### src/pkg/pcu_consts.svh
// Purpose: register map, field positions and reset values of the parallel capture unit
// Assumes: 32-bit AXI4-Lite register bus, byte addresses
// Notes:   definitions only
`ifndef PCU_CONSTS_SVH
`define PCU_CONSTS_SVH

// ==========================================
// register byte offsets
`define PCU_OFS_CONFIG       6'h00
`define PCU_OFS_CONTROL      6'h04
`define PCU_OFS_IRQ_EN_SET   6'h08
`define PCU_OFS_IRQ_EN_CLR   6'h0c
`define PCU_OFS_IRQ_MASK     6'h10
`define PCU_OFS_STATUS       6'h14
`define PCU_OFS_STATUS_CLR   6'h18
`define PCU_OFS_DATA         6'h1c
`define PCU_OFS_REVISION     6'h20

// ==========================================
// configuration fields
`define PCU_CFG_ODD          7
`define PCU_CFG_HALF         6
`define PCU_CFG_EDGE         5
`define PCU_CFG_EVENT        4
`define PCU_CFG_QUAL_HI      3
`define PCU_CFG_QUAL_LO      2
`define PCU_CFG_SIZE_HI      1
`define PCU_CFG_SIZE_LO      0
`define PCU_CFG_WMASK        32'h0000_00ff

// ==========================================
// control action bits
`define PCU_CTL_ON           0
`define PCU_CTL_OFF          1
`define PCU_CTL_START        2
`define PCU_CTL_STOP         3

// ==========================================
// status and interrupt bits
`define PCU_ST_EN            0
`define PCU_ST_CS            1
`define PCU_ST_READY         2
`define PCU_ST_OVERFLOW      3

// ==========================================
// reset values and identity (arbitrary values)
`define PCU_RST_CONFIG       8'h00
`define PCU_REV_VERSION      12'h0a5
`define PCU_REV_VARIANT      4'h0

// ==========================================
// axi answers
`define PCU_RESP_OKAY        2'b00
`define PCU_RESP_SLVERR      2'b10

`endif

### src/pkg/pcu_pkg.sv
// Purpose: types of the parallel capture unit
// Assumes: nothing
// Notes:   constants live in pcu_consts.svh
package pcu_pkg;

	// ==========================================
	// qualifier modes
	typedef enum logic [1:0] {
		PCU_QUAL_A,
		PCU_QUAL_AND,
		PCU_QUAL_OR,
		PCU_QUAL_ALWAYS
	} pcu_qual_type;

	// ==========================================
	// word widths
	typedef enum logic [1:0] {
		PCU_SIZE_8,
		PCU_SIZE_16,
		PCU_SIZE_32A,
		PCU_SIZE_32B
	} pcu_size_type;

	// ==========================================
	// bus slave states
	typedef enum logic [1:0] {
		PCU_W_IDLE,
		PCU_W_RESP
	} pcu_wstate_type;

endpackage

### src/pcu_capture.sv
// Purpose: parallel capture unit: 8-bit sampled bus, registers over AXI4-Lite
// Assumes: core_clk at least twice the sample clock; inputs are asynchronous
// Notes:   single design file; no interrupt block, one request level only
`include "pcu_consts.svh"

module pcu_capture
	import pcu_pkg::*;
(
	// clock and reset
	input  wire logic        core_clk,
	input  wire logic        srst,
	// axi4-lite write address
	input  wire logic [5:0]  s_axi_awaddr,
	input  wire logic        s_axi_awvalid,
	output logic             s_axi_awready,
	// axi4-lite write data
	input  wire logic [31:0] s_axi_wdata,
	input  wire logic [3:0]  s_axi_wstrb,
	input  wire logic        s_axi_wvalid,
	output logic             s_axi_wready,
	// axi4-lite write response
	output logic [1:0]       s_axi_bresp,
	output logic             s_axi_bvalid,
	input  wire logic        s_axi_bready,
	// axi4-lite read address
	input  wire logic [5:0]  s_axi_araddr,
	input  wire logic        s_axi_arvalid,
	output logic             s_axi_arready,
	// axi4-lite read data
	output logic [31:0]      s_axi_rdata,
	output logic [1:0]       s_axi_rresp,
	output logic             s_axi_rvalid,
	input  wire logic        s_axi_rready,
	// sample pins
	input  wire logic        sample_clock_in,
	input  wire logic [7:0]  sample_bus_in,
	input  wire logic        qualifier_in_a,
	input  wire logic        qualifier_in_b,
	// peripheral events, one-cycle pulses on core_clk
	input  wire logic        event_start,
	input  wire logic        event_stop,
	// dma and interrupt
	output logic             dma_request,
	input  wire logic        dma_ack,
	output logic             irq
);

	// ==========================================
	// helpers
	function automatic logic [3:0] size_bytes(input logic [1:0] sz);
		case (pcu_size_type'(sz))
			PCU_SIZE_8:  size_bytes = 4'h1;
			PCU_SIZE_16: size_bytes = 4'h2;
			default:     size_bytes = 4'h4;
		endcase
	endfunction

	function automatic logic qual_ok(input logic [1:0] m, input logic a, input logic b);
		case (pcu_qual_type'(m))
			PCU_QUAL_A:   qual_ok = a;
			PCU_QUAL_AND: qual_ok = a & b;
			PCU_QUAL_OR:  qual_ok = a | b;
			default:      qual_ok = 1'b1;
		endcase
	endfunction

	// ==========================================
	// registers
	logic [7:0]  config_q;
	logic        unit_on_q;
	logic        capturing_q;
	logic [1:0]  irq_mask_q;
	logic        ready_flag_q;
	logic        overflow_flag_q;
	logic [31:0] captured_bytes_q;
	logic [31:0] buf_q;
	logic [2:0]  fill_q;
	logic        index_odd_q;
	logic        unread_q;

	// ==========================================
	// pin synchronisers, two flops each
	logic [10:0] sync1_q;
	logic [10:0] sync2_q;
	logic        clk_prev_q;

	always_ff @(posedge core_clk) begin
		sync1_q <= {sample_clock_in, qualifier_in_b, qualifier_in_a, sample_bus_in};
		sync2_q <= sync1_q;
		clk_prev_q <= sync2_q[10];
	end

	// data and qualifiers go through the same delay as the clock, so they stay aligned
	logic edge_seen;
	logic take_byte;
	logic keep_byte;
	always_comb begin
		if (config_q[`PCU_CFG_EDGE])
			edge_seen = clk_prev_q & ~sync2_q[10];
		else
			edge_seen = ~clk_prev_q & sync2_q[10];
		take_byte = edge_seen & unit_on_q & capturing_q
			& qual_ok(config_q[`PCU_CFG_QUAL_HI:`PCU_CFG_QUAL_LO], sync2_q[8], sync2_q[9]);
		keep_byte = ~config_q[`PCU_CFG_HALF]
			| (index_odd_q == config_q[`PCU_CFG_ODD]);
	end

	// ==========================================
	// axi4-lite write path: takes address and data in either order
	logic           aw_held_q;
	logic [5:0]     aw_addr_q;
	logic           w_held_q;
	logic [31:0]    w_data_q;
	logic [3:0]     w_strb_q;
	pcu_wstate_type wstate_q;
	logic           wr_fire;
	logic [31:0]    wr_bits;

	always_comb begin
		wr_fire = aw_held_q & w_held_q & (wstate_q == PCU_W_IDLE);
		// partial strobes: only lanes written count as ones; the config write takes w_data_q unmasked
		wr_bits = w_data_q & {{8{w_strb_q[3]}}, {8{w_strb_q[2]}},
			{8{w_strb_q[1]}}, {8{w_strb_q[0]}}};
	end

	always_ff @(posedge core_clk) begin
		if (srst) begin
			aw_held_q     <= 1'b0;
			w_held_q      <= 1'b0;
			aw_addr_q     <= 6'h00;
			w_data_q      <= 32'h0000_0000;
			w_strb_q      <= 4'h0;
			s_axi_awready <= 1'b0;
			s_axi_wready  <= 1'b0;
			s_axi_bvalid  <= 1'b0;
			s_axi_bresp   <= `PCU_RESP_OKAY;
			wstate_q      <= PCU_W_IDLE;
		end else begin
			s_axi_awready <= ~aw_held_q & ~(s_axi_awvalid & s_axi_awready);
			s_axi_wready  <= ~w_held_q & ~(s_axi_wvalid & s_axi_wready);
			if (s_axi_awvalid & s_axi_awready) begin
				aw_held_q <= 1'b1;
				aw_addr_q <= s_axi_awaddr;
			end
			if (s_axi_wvalid & s_axi_wready) begin
				w_held_q <= 1'b1;
				w_data_q <= s_axi_wdata;
				w_strb_q <= s_axi_wstrb;
			end
			case (wstate_q)
				PCU_W_IDLE: begin
					if (wr_fire) begin
						s_axi_bvalid <= 1'b1;
						s_axi_bresp  <= (aw_addr_q > `PCU_OFS_REVISION || aw_addr_q[1:0] != 2'b00)
							? `PCU_RESP_SLVERR : `PCU_RESP_OKAY;
						wstate_q     <= PCU_W_RESP;
					end
				end
				PCU_W_RESP: begin
					if (s_axi_bready) begin
						s_axi_bvalid <= 1'b0;
						aw_held_q    <= 1'b0;
						w_held_q     <= 1'b0;
						wstate_q     <= PCU_W_IDLE;
					end
				end
				default: wstate_q <= PCU_W_IDLE;
			endcase
		end
	end

	logic wr_cfg, wr_ctl, wr_mset, wr_mclr, wr_sclr;
	always_comb begin
		wr_cfg  = wr_fire & (aw_addr_q == `PCU_OFS_CONFIG);
		wr_ctl  = wr_fire & (aw_addr_q == `PCU_OFS_CONTROL);
		wr_mset = wr_fire & (aw_addr_q == `PCU_OFS_IRQ_EN_SET);
		wr_mclr = wr_fire & (aw_addr_q == `PCU_OFS_IRQ_EN_CLR);
		wr_sclr = wr_fire & (aw_addr_q == `PCU_OFS_STATUS_CLR);
	end

	// ==========================================
	// axi4-lite read path
	logic rd_data_hit;
	logic [31:0] rd_word;
	always_comb begin
		rd_word = 32'h0000_0000;
		case (s_axi_araddr)
			`PCU_OFS_CONFIG:    rd_word = {24'h00_0000, config_q};
			`PCU_OFS_CONTROL:   rd_word = 32'h0000_0000;
			`PCU_OFS_IRQ_MASK:  rd_word = {28'h000_0000, irq_mask_q, 2'b00};
			`PCU_OFS_STATUS:    rd_word = {28'h000_0000, overflow_flag_q, ready_flag_q,
				capturing_q, unit_on_q};
			`PCU_OFS_DATA:      rd_word = captured_bytes_q;
			`PCU_OFS_REVISION:  rd_word = {12'h000, `PCU_REV_VARIANT, 4'h0,
				`PCU_REV_VERSION};
			default:            rd_word = 32'h0000_0000;
		endcase
		rd_data_hit = s_axi_arvalid & s_axi_arready & (s_axi_araddr == `PCU_OFS_DATA);
	end

	always_ff @(posedge core_clk) begin
		if (srst) begin
			s_axi_arready <= 1'b0;
			s_axi_rvalid  <= 1'b0;
			s_axi_rdata   <= 32'h0000_0000;
			s_axi_rresp   <= `PCU_RESP_OKAY;
		end else begin
			if (s_axi_arvalid & s_axi_arready) begin
				s_axi_arready <= 1'b0;
				s_axi_rvalid  <= 1'b1;
				s_axi_rdata   <= rd_word;
				s_axi_rresp   <= (s_axi_araddr > `PCU_OFS_REVISION || s_axi_araddr[1:0] != 2'b00)
					? `PCU_RESP_SLVERR : `PCU_RESP_OKAY;
			end else if (s_axi_rvalid) begin
				if (s_axi_rready)
					s_axi_rvalid <= 1'b0;
			end else begin
				s_axi_arready <= 1'b1;
			end
		end
	end

	// ==========================================
	// configuration; kept simple, writes while on are the user's hazard
	always_ff @(posedge core_clk) begin
		if (srst)
			config_q <= `PCU_RST_CONFIG;
		else if (wr_cfg)
			config_q <= w_data_q[7:0];
	end

	// ==========================================
	// control: on/off and capture start/stop
	logic stop_now;
	always_comb begin
		stop_now = capturing_q & ((wr_ctl & wr_bits[`PCU_CTL_STOP])
			| (config_q[`PCU_CFG_EVENT] & event_stop)
			| (wr_ctl & wr_bits[`PCU_CTL_OFF]));
	end

	always_ff @(posedge core_clk) begin
		if (srst) begin
			unit_on_q   <= 1'b0;
			capturing_q <= 1'b0;
		end else begin
			if (wr_ctl & wr_bits[`PCU_CTL_ON])
				unit_on_q <= 1'b1;
			else if (wr_ctl & wr_bits[`PCU_CTL_OFF])
				unit_on_q <= 1'b0;
			if (stop_now)
				capturing_q <= 1'b0;
			else if ((wr_ctl & wr_bits[`PCU_CTL_START])
				| (config_q[`PCU_CFG_EVENT] & event_start))
				capturing_q <= 1'b1;
		end
	end

	// ==========================================
	// byte index and word assembly
	logic       word_full;
	logic       flush;
	logic [2:0] fill_inc;
	logic [31:0] buf_next;
	always_comb begin
		fill_inc = fill_q + 3'd1;
		buf_next = buf_q;
		buf_next[fill_q[1:0]*8 +: 8] = sync2_q[7:0];
		word_full = take_byte & keep_byte
			& ({1'b0, fill_inc} == size_bytes(config_q[`PCU_CFG_SIZE_HI:`PCU_CFG_SIZE_LO]));
		// a byte taken in the stop cycle joins the partial word before the flush
		flush = stop_now & ~word_full
			& ((fill_q != 3'd0) | (take_byte & keep_byte));
	end

	always_ff @(posedge core_clk) begin
		if (srst) begin
			index_odd_q <= 1'b0;
			fill_q      <= 3'd0;
			buf_q       <= 32'h0000_0000;
		end else begin
			if (take_byte)
				index_odd_q <= ~index_odd_q;
			if (word_full | flush) begin
				fill_q <= 3'd0;
				buf_q  <= 32'h0000_0000;
			end else if (take_byte & keep_byte) begin
				fill_q <= fill_inc;
				buf_q  <= buf_next;
			end
		end
	end

	// ==========================================
	// data register, flags, dma and request
	logic word_done;
	logic byte_kept;
	always_comb begin
		word_done = word_full | flush;
		byte_kept = take_byte & keep_byte;
	end

	// data register; a flush carries the byte of its own cycle too
	always_ff @(posedge core_clk) begin
		if (srst)
			captured_bytes_q <= 32'h0000_0000;
		else if (word_done)
			captured_bytes_q <= byte_kept ? buf_next : buf_q;
	end

	// a word landing in the read cycle counts as new and unread
	always_ff @(posedge core_clk) begin
		if (srst)
			unread_q <= 1'b0;
		else if (word_done)
			unread_q <= 1'b1;
		else if (rd_data_hit | (dma_request & dma_ack))
			unread_q <= 1'b0;
	end

	// flags: set wins over clear, so no event is lost to a late clear
	always_ff @(posedge core_clk) begin
		if (srst) begin
			ready_flag_q    <= 1'b0;
			overflow_flag_q <= 1'b0;
		end else begin
			if (word_done)
				ready_flag_q <= 1'b1;
			else if (wr_sclr & wr_bits[`PCU_ST_READY])
				ready_flag_q <= 1'b0;
			if (byte_kept & unread_q)
				overflow_flag_q <= 1'b1;
			else if (wr_sclr & wr_bits[`PCU_ST_OVERFLOW])
				overflow_flag_q <= 1'b0;
		end
	end

	// dma request: an ack or a data read serves it
	always_ff @(posedge core_clk) begin
		if (srst)
			dma_request <= 1'b0;
		else if (word_done)
			dma_request <= 1'b1;
		else if (dma_ack | rd_data_hit)
			dma_request <= 1'b0;
	end

	// mask and request level; irq lags the flags by one cycle
	always_ff @(posedge core_clk) begin
		if (srst) begin
			irq_mask_q <= 2'b00;
			irq        <= 1'b0;
		end else begin
			irq_mask_q <= (irq_mask_q
				| ({2{wr_mset}} & wr_bits[`PCU_ST_OVERFLOW:`PCU_ST_READY]))
				& ~({2{wr_mclr}} & wr_bits[`PCU_ST_OVERFLOW:`PCU_ST_READY]);
			irq <= |({overflow_flag_q, ready_flag_q} & irq_mask_q);
		end
	end

endmodule

### config.mk
export PLATFORM = sky130hd
export DESIGN_NAME = pcu_capture
export DESIGN_NICKNAME = d
export VERILOG_FILES = /design/src/pkg/pcu_pkg.sv /design/src/pcu_capture.sv
export VERILOG_INCLUDE_DIRS = /design/src /design/src/pkg
export SDC_FILE = /design/constraint.sdc
export NUM_CORES = 1
export LEC_CHECK = 0
export ABC_AREA = 1
export ABC_CLOCK_PERIOD_IN_PS = 2400
export BUFFER_PORTS_ARGS = -buffer_cell sky130_fd_sc_hd__buf_2
export CORE_AREA = 3 3 171 173
export CTS_CLUSTER_SIZE = 25
export DETAILED_ROUTE_END_ITERATION = 6
export DIE_AREA = 0 0 174 176
export SLEW_MARGIN = 20
export SYNTH_ARGS = -nofsm -noshare
export SYNTH_HDL_FRONTEND = slang
export SYNTH_SLANG_ARGS = --single-unit
### constraint.sdc
create_clock -name core_clk -period 2.4 [get_ports core_clk]
set_input_delay 0.48 -clock core_clk [delete_from_list [all_inputs] [get_ports core_clk]]
set_output_delay 0.48 -clock core_clk [all_outputs]
set_load 0.02 [all_outputs]
Word level (Yosys, flattened, before mapping)
Cells that the tools add are included.
{ "classes": {"bitwise": 59, "muxes": 33, "addsub": 2, "mul": 0, "n_shift": 2, "eq_ne": 16, "n_div": 0, "n_reduce_logical": 23, "n_lt_le_gt_ge": 2} }
{ "ops": {"columns": ["operator", "n"], "rows": [
  ["$pmux 32 s5", 1],
  ["$and 1x1->1", 34],
  ["$neg 5->34", 1],
  ["$shift 8x34->32 const A", 1],
  ["$shiftx 8x34->32", 1],
  ["$bwmux 32", 1],
  ["$mux 32", 1],
  ["$eq 6x5->1 const B", 4],
  ["$mux 1", 22],
  ["$reduce_bool 2->1", 8],
  ["$eq 6x4->1 const B", 2],
  ["$gt 6x6->1 const B", 2],
  ["$logic_not 6->1", 2],
  ["$not 1->1", 9],
  ["$or 1x1->1", 9],
  ["$and 2x2->2", 4],
  ["$mux 2", 4],
  ["$reduce_or 2->1", 4],
  ["$eq 2x1->1 const B", 3],
  ["$eq 6x3->1 const B", 1],
  ["$eq 6x6->1 const B", 1],
  ["$logic_not 2->1", 3],
  ["$pmux 3 s2", 1],
  ["$and 4x4->4", 1],
  ["14 further kinds", 17]
]} }
{ "totals": {"mem_count": 0, "ramBits": 0, "latchBits": 0, "ff_bits": 168, "out_inout_bits": 43, "mem_bits_ro": 0} }

Longest topological paths before layout
Gate-level depths: netlist of the first run.
{ "logic_depth": {"depth_word": 13, "ltp_mapped": 14, "mapped_depth_nobuf": 13} }

Least setup slack after synthesis of the first run
OpenSTA, ideal clock, no wires.
{ "synth_timing": {"path_kind": "register to register", "from": "reg fill_q[0]", "to": "reg captured_bytes_q[9]", "stages_incl_launch_ff": 15, "setup_slack_ps": 381, "setup_ps": 115, "synth_period_minus_slack_ps": 2019, "required_time_ps": 2285, "t_arrival_ps": 1904, "cell_sequence": "dfxtp_1 > inv_2 > ha_1 > buf_6 > inv_4 > nand2_1 > mux2i_1 > nand2_1 > nand2_1 > nand2_1 > nand2_4 > buf_2 > nand3_1 > nand2_1 > nor2_1"} }
{ "synth_via": {"elab_chain_len": 7} }
{ "synth_lines": {"columns": ["element", "line", "text"], "rows": [
  ["from (decl)", "pcu_capture.sv:77", "logic [2:0] fill_q;"],
  ["from (signal assigned)", "pcu_capture.sv:287", "fill_q <= fill_inc;"],
  ["$add 3x1->3 (*)", "pcu_capture.sv:265", "fill_inc = fill_q + 3'd1;"],
  ["net fill_inc[0]", "pcu_capture.sv:262", "logic [2:0] fill_inc;"],
  ["$eq 3x4->1 (*)", "pcu_capture.sv:269", "& ({1'b0, fill_inc} == size_bytes(config_q[`PCU_CFG_SIZE_HI:`PCU_CFG_SIZE_LO]));"],
  ["$and 1x1->1 (*)", "pcu_capture.sv:268", "word_full = take_byte & keep_byte"],
  ["$not 1->1", "pcu_capture.sv:271", "flush = stop_now & ~word_full"],
  ["$and 1x1->1", "pcu_capture.sv:271", null],
  ["$and 1x1->1", "pcu_capture.sv:272", "& ((fill_q != 3'd0) | (take_byte & keep_byte));"],
  ["$or 1x1->1 (*)", "pcu_capture.sv:298", "word_done = word_full | flush;"],
  ["to (signal assigned)", "pcu_capture.sv:307", "captured_bytes_q <= byte_kept ? buf_next : buf_q;"],
  ["to (decl)", "pcu_capture.sv:75", "logic [31:0] captured_bytes_q;"]
]} }
Mark *: on every way through the listed nets, which the timed path passes. The rest lies on a longest branch.
A chain may end at the register's enable or synchronous reset.

Worst setup path in the final report of the first run
{ "layout_timing": {"from": "reg fill_q[1]", "to": "reg fill_q[0]"} }
{ "layout_via": {"elab_chain_len": 8} }
{ "layout_lines": {"columns": ["element", "line", "text"], "rows": [
  ["$add 3x1->3 (*)", "pcu_capture.sv:265", null],
  ["net fill_inc[1]", "pcu_capture.sv:262", null],
  ["$eq 3x4->1 (*)", "pcu_capture.sv:269", null],
  ["$and 1x1->1 (*)", "pcu_capture.sv:268", null],
  ["$not 1->1", "pcu_capture.sv:271", null],
  ["$and 1x1->1", "pcu_capture.sv:271", null],
  ["$and 1x1->1", "pcu_capture.sv:272", null],
  ["$or 1x1->1 (*)", "pcu_capture.sv:283", "if (word_full | flush) begin"],
  ["$reduce_or 2->1 (no source line) (*)", null, null]
]} }
Marked as above.

==> flow_summary_export.csv, run 1 <==
group,metric,value,unit
worst_hold_path,min_path_type,"input pin to flop",
setup_path,cp.arrival,2410,ps
worst_hold_path,min_from,"sample_bus_in[0]",
synthesis,yosysWarnings,0,
routing,drc_errors,0,
setup_path,worst-path-max-fanout,35,
power,ir_drop,0.504,mV
setup_path,slowest_delay,370,ps
clocking,cts_made_buffers,17,
setup_path,startpoint_type,"flop",
setup_path,reg2reg_from,"fill_q[1]",
cells_and_area,final_util,29.7,%
timing,fmax,0.475,GHz
placed_design,dp_hpwl,12100,um
setup_path,crit_top_cell,"nand2_1",
floorplanning,io_pins,112,
floorplanning,die_area,30600,sq um
routing,drtIter0Drc,418,
routing,routedWlPerCell,12.3,um
worst_hold_path,min_path_cells,1,
power,leakagePower,3.52,nW
setup_path,reg2reg_depth,12,
clocking,cts_tree,"done",
routing,drt_wl_total,16900,um
global_routing,grt_max_degree,49,
setup_path,cp.required,2710,ps
power,power_density,695,nW/um^2
routing,ant_nets,0,
synthesis,synth-seq-cells,164,
setup_path,reg2reg_to,"fill_q[0]",
cells_and_area,layout-drive-gt1-share,16.9,%
global_routing,grt_pass1_wl,28000,um
clocking,ctsHoldBuffers,0,
synthesis,ys_types,40,
setup_path,crit_chain,"inv_1, ha_1, inv_4, nand2_1, mux2i_1, nand2_1, nand2_1, nand2_1, nand2_4, nand2_4, nand2_8, a21oi_1",
clocking,cts_max_level,4,
floorplanning,start_util,24.9,%
synthesis,syn-instance-count,917,
setup_path,path_class,"flop to flop",
floorplanning,chipHeight,176,um
timing,finalSetupTns,0,ps
floorplanning,die_x,174,um
global_routing,grt-ovfl-total,0,
run,maxCapViolations,0,
run_status,status,"finished, final reports clean",
timing,finalCriticalPeriod,2100,ps
clocking,post_cts_buffers,0,
setup_path,end_kind,"flop",
cells_and_area,area_delta_synth_final,19.0,%
clocking,clock-root-buffer,"clkbuf_16",
floorplanning,core_area,27800,sq um
timing,min_period_over_period,87.7,%
global_routing,grt_pass1_vias,5638,
clocking,ctsResizeCount,0,
clocking,cts.sink_count,164,
floorplanning,rows,61,
timing,finalSetupViolations,0,
synthesis,synth_area,6930,sq um
synthesis,synth_seq_area_share,47.4,%
placed_design,globalplace.congestion,0.784,
timing,rsz0062_at_grt,"false",
setup_path,reg2reg_slack,300,ps
routing,first_pass_iters,5,
routing,vias,5892,
worst_hold_path,whs_endpoint,"sync1_q[0]",
setup_path,critPathSlowestCell,"ha_1",
timing,finalHoldViolCount,0,
timing,drv_slew,0,
clocking,clk_pin_slew,60,ps
global_routing,grt_use_total,11.2,%
cells_and_area,nets,1060,
placed_design,io_buffer_count,82,
routing,avgViaCountPerCell,4.27,
synthesis,syn_area_per_cell,7.55,sq um
timing,skew,10.4,ps
clocking,clk_latency,430,ps
clocking,cts_buffer_depth,2,
global_routing,antenna_found_initial,3,
==> per-stage QoR <==
step	cells	worst slack (ps)	cell area (sq um)	power, mW	hold WS (ps)
floorplan	918	381	6930	3.01	310
global placement	1344	193	7640	3.10	313
detailed placement	1344	151	7640	3.11	314
CTS	1376	145	8220	5.80	130
global route	1377	72.5	8240	5.94	136
finish	1379	295	8240	5.73	154
==> final cells by class <==
| class | instances | area, sq um |
|---|---|---|
| clock buffer | 21 | 450 |
| fill | 3071 | 19500 |
| tap | 378 | 473 |
| timing repair buffer | 96 | 553 |
| multi-input combinational | 614 | 3000 |
| sequential | 164 | 3280 |
| clock inverter | 11 | 128 |
| antenna | 3 | 7.51 |
| inverter | 92 | 348 |
==> per-layer routing <==
layer / up-vias / routed length, um / track usage, %
met5: - / 13 / 0
met4: 2 / 386 / 4.52
met3: 27 / 619 / 2.84
met2: 97 / 7590 / 18.0
met1: 2681 / 8340 / 14.5
li1: 3085 / - / -
==> cell usage after synthesis, drive strengths merged <==
library cell	number	area share [%]
nand3	72	5.6
nand4	10	1.1
a31oi	3	0.27
o21ai	50	3.6
clkinv	3	0.16
dfxtp	164	47
o21a	1	0.11
nor3	4	0.29
xor2	1	0.13
nand2	243	14
a32o	24	3.5
nor2	133	7.4
ha	6	1.1
conb	1	0.054
mux2i	1	0.14
a41oi	1	0.13
o211ai	1	0.11
inv	89	4.9
buf	28	3.5
nor4	1	0.090
and3	1	0.090
nand3b	1	0.11
a21oi	54	5.0
o211a	3	0.43
clkbuf	20	1.1
a22oi	2	0.22
==> flip-flops by register name, summed over array words and instances, names as in the netlist, 2 cells and up <==
signal and cells:
buf_q 32, captured_bytes_q 32, s_axi_rdata 32, sync1_q 11, sync2_q 11, config_q 8, w_data_q 8, aw_addr_q 6
fill_q 3, irq_mask_q 2
==> report_power, final <==
part           internal (mW)  switching [mW]  leakage (nW)
clock                   1.56            1.12         0.274
combinational         0.0791           0.155          1.92
sequential              2.77          0.0342          1.33
==> cell usage in the layout, fill, tap and decap left out, drive strengths merged <==
master    instances
nand2           243
dfxtp           164
nor2            133
buf              96
inv              91
nand3            72
a21oi            54
o21ai            50
a32o             24
clkbuf           21
nand4            10
clkinv            7
ha                6
nor3              4
diode             3
a31oi             3
o211a             3
clkinvlp          3
a22oi             2
conb              2
bufinv            2
o211ai            1
a41oi             1
mux2i             1
xor2              1
o21a              1
and3              1
nor4              1
nand3b            1
==> logic make-up (layout without fill, tap and decap cells) <==
logic type	count (synthesis)	in the layout	synth area share, %
AO/OA/AOI/OAI	139	139	13.3
XOR/XNOR	1	1	0.126
adder cells (fa/ha/maj)	6	6	1.08
buffers and inverters	140	220	9.57
flip-flops	164	164	47.4
multiplexers	1	1	0.145
other	1	5	0.0541
AND/OR/NAND/NOR	465	465	28.3
==> worst max path at each step <==
stage | start | end | slack [ps] | depth (start not counted)
2_1_floorplan | fill_q[0] | captured_bytes_q[9] | 380 | 14
3_3_place_gp | fill_q[1] | fill_q[0] | 190 | 12
3_5_place_dp | fill_q[1] | buf_q[29] | 150 | 12
4_1_cts | fill_q[1] | buf_q[29] | 140 | 12
5_1_grt | fill_q[1] | fill_q[0] | 70 | 12
6_report | fill_q[1] | fill_q[0] | 300 | 12
==> worst max-delay path: cells and delay by family (launching register included) <==
| kind | cells | cell delay (ps) |
|---|---|---|
| buffers and inverters | 2 | 200 |
| flip-flops | 1 | 330 |
| AND/OR/NAND/NOR | 7 | 870 |
| multiplexers | 1 | 120 |
| AO/OA/AOI/OAI | 1 | 70 |
| adder cells (fa/ha/maj) | 1 | 370 |
(Power assumes the default switching activity.)
==> run 2: changes to the inputs <==
ABC_AREA = 0   (was 1)
CORE_AREA = 3 3 164 166   (was 3 3 171 173)
DIE_AREA = 0 0 167 169   (was 0 0 174 176)
PLACE_DENSITY_LB_ADDON = 0.2   (was default)
==> run 2 against run 1 <==
Net effect: register-to-register slack got worse by 180 ps; largest cell class unchanged; power is 0.55% higher; sequential share of layout area up 2.2 points; setup slack worse by 180 ps; sequential power about the same.
==> flow_summary_export.csv, run 2 <==
group,metric,value,unit
run_status,status,"finished, final reports clean",
worst_hold_path,min_path_type,"input pin to flop",
clocking,cts.sink_count,164,
synthesis,yosysTopAreaCell,"dfxtp_1",
setup_path,reg2reg_slack,110,ps
timing,slew_headroom,46.7,%
power,p_sw,1.43,mW
cells_and_area,nets,786,
clocking,clk_pin_slew,70,ps
global_routing,antenna_found_initial,0,
synthesis,yosysWarnings,0,
floorplanning,chipHeight,169,um
clocking,cts_buffer_depth,2,
worst_hold_path,whs_endpoint,"sync1_q[0]",
power,power_frac_comb,3.3,%
power,sw_frac_of_total,24.9,%
routing,drt_wl_total,16400,um
timing,fmax,0.437,GHz
synthesis,synth_seq_area_share,51.6,%
synthesis,synth-seq-cells,164,
synthesis,netlist_top_cells_area,"dfxtp_1 52%, mux2i_1 7.1%, a211oi_1 6.3%, a22o_1 3.3%, nor3_1 3.2%",
setup_path,cp.required,2670,ps
routing,ant_nets,0,
cells_and_area,top_regs,"buf_q x32, captured_bytes_q x32, s_axi_rdata x32",
timing,finalSetupViolations,0,
timing,drv_slew,0,
global_routing,grt_max_degree,69,
setup_path,reg2reg_depth,8,
setup_path,cp.arrival,2560,ps
routing,wl_met2,7430,um
worst_hold_path,min_from,"sample_bus_in[0]",
synthesis,synth_edf_count,0,
synthesis,syn_area_per_cell,10.1,sq um
cells_and_area,layout_commonest_cell,"dfxtp_1",
global_routing,grt_use_total,12.0,%
run,maxCapViolations,0,
cells_and_area,nFillCells,2716,
setup_path,startpoint_type,"flop",
placed_design,dp_slack,126,ps
timing,finalCriticalPeriod,2290,ps
timing,rsz0062_at_grt,"false",
floorplanning,rows,59,
clocking,cts_made_buffers,17,
synthesis,syn-instance-count,630,
floorplanning,die_x,167,um
placed_design,io_buffer_count,82,
synthesis,netlist.area_leader.share,51.6,%
floorplanning,core_area,25800,sq um
clocking,ctsHoldBuffers,0,
power,ir_drop,0.341,mV
power,clockPowerShare,48.0,%
clocking,post_cts_buffers,0,
cells_and_area,n_antenna_cell,0,
routing,top_layer,"met4",
floorplanning,start_util,24.7,%
placed_design,dp_hpwl,11600,um
timing,finalSetupTns,0,ps
worst_hold_path,min_path_cells,1,
setup_path,path_class,"flop to flop",
timing,fin_ws,112,ps
clocking,clock-root-buffer,"clkbuf_16",
cells_and_area,layout-drive-gt1-share,22.7,%
placed_design,globalplace.congestion,0.724,
global_routing,grt-ovfl-total,0,
routing,drtIter0Drc,233,
cells_and_area,final_cell_mix,"163 x dfxtp_1, 81 x buf_2, 53 x a211oi_1",
synthesis,yosysMostFrequentCell,"dfxtp_1",
setup_path,end_kind,"flop",
routing,avgViaCountPerCell,4.51,
routing,routedWlPerCell,15.5,um
power,p_int,4.32,mW
cells_and_area,final_util,30.3,%
power,power.total,5.76,mW
setup_path,reg2reg_from,"fill_q[1]",
timing,finalHoldViolCount,0,
synthesis,synthTopCellsByCount,"164 x dfxtp_1, 53 x a211oi_1, 53 x nor2_1",
power,power_density,738,nW/um^2
clocking,clk_latency,430,ps
clocking,ctsResizeCount,0,
timing,min_period_over_period,95.3,%
timing,skew,11.7,ps
routing,vias,4774,
setup_path,worst-path-max-fanout,20,
routing,m1WireLength,8380,um
global_routing,grt_pass1_vias,4827,
floorplanning,io_pins,112,
timing,worst_pin_slew,799,ps
routing,drc_errors,0,
floorplanning,die_area,28200,sq um
clocking,cts_max_level,4,
synthesis,synth_area,6360,sq um
power,p_seq_share,48.7,%
synthesis,ys_types,56,
power,leakagePower,3.18,nW
global_routing,grt_pass1_wl,27000,um
clocking,cts_tree,"done",
setup_path,reg2reg_to,"captured_bytes_q[11]",
synthesis,synth_ff_type,"dfxtp_1",
routing,first_pass_iters,5,
synthesis,async_flop_share,0,%
routing,routed-wl-met3,462,um
cells_and_area,area_delta_synth_final,22.7,%
==> run 2: cell types whose count changed after synthesis, sizes merged, moves of 11 or more <==
cell    previous run  this run
inv               89         6
a211oi             0        66
a32o              24         0
nand3             72        13
mux2i              1        45
and2               0        11
nor2             133        53
nand2b             0        12
a22o               0        24
o21ai             50        14
nor3               4        41
nand2            243        44
a21oi             54        32
==> run 2: logic make-up (layout without fill, tap and decap cells) <==
group | Yosys count | in the layout | share of synthesized area [%]
fa+ha+maj | 6 | 6 | 1.18
mux | 48 | 48 | 7.61
xor+xnor | 5 | 5 | 0.689
buf+inv | 53 | 146 | 5.02
other cells | 1 | 2 | 0.0590
simple gates | 196 | 196 | 14.9
compound gates | 157 | 157 | 18.9
flops | 164 | 164 | 51.6
==> run 2: stage by stage <==
stage,cells,hold WS (ps),area (sq um)
after detailed placement,1027,312,7200
after global routing,1059,125,7800
after floorplan,631,310,6380
after CTS,1059,128,7800
after global placement,1027,315,7200
final,1059,150,7800
==> run 2: worst max-delay path by stage <==
stage / from / to / slack (ps)
floorplan: fill_q[0] / buf_q[10] / 5
global placement: fill_q[1] / captured_bytes_q[14] / 140
detailed placement: fill_q[1] / captured_bytes_q[11] / 130
CTS: fill_q[1] / captured_bytes_q[11] / 110
global route: fill_q[1] / captured_bytes_q[11] / 6
finish: fill_q[1] / captured_bytes_q[11] / 110
==> run 2: area by class of cell <==
cell class	count	area [sq um]	share of cell area [%]
repair buffers	108	699	8.96
well taps	335	419	5.37
multi-input cells	414	2780	35.7
inverters	6	22.5	0.289
clock inverters	14	166	2.13
flip-flops and latches	164	3280	42.1
clock buffers	18	429	5.50
==> run 2: metal layers <==
metal	up-vias	track usage, %
met2	72	18.3
met4	0	3.34
li1	2440	-
met1	2255	17.0
met5	-	0
met3	7	2.71
==> run 2: power by group through the flow <==
stage                     Sequential, mW  Combinational, mW  Clock (mW)
after floorplan                     2.86              0.113           0
after global placement              2.86              0.195           0
after detailed placement            2.86              0.195           0
after CTS                           2.80              0.195        2.86
after global routing                2.81              0.217        3.00
final                               2.80              0.191        2.77
==> run 2: worst max-delay path, stage by stage, from the launching register on <==
cell and delay (ps):
dfxtp_1 310, inv_1 120, ha_4 220, or3_1 330
a211o_1 330, a211oi_4 350, a21o_4 220, buf_12 170
a211oi_1 80
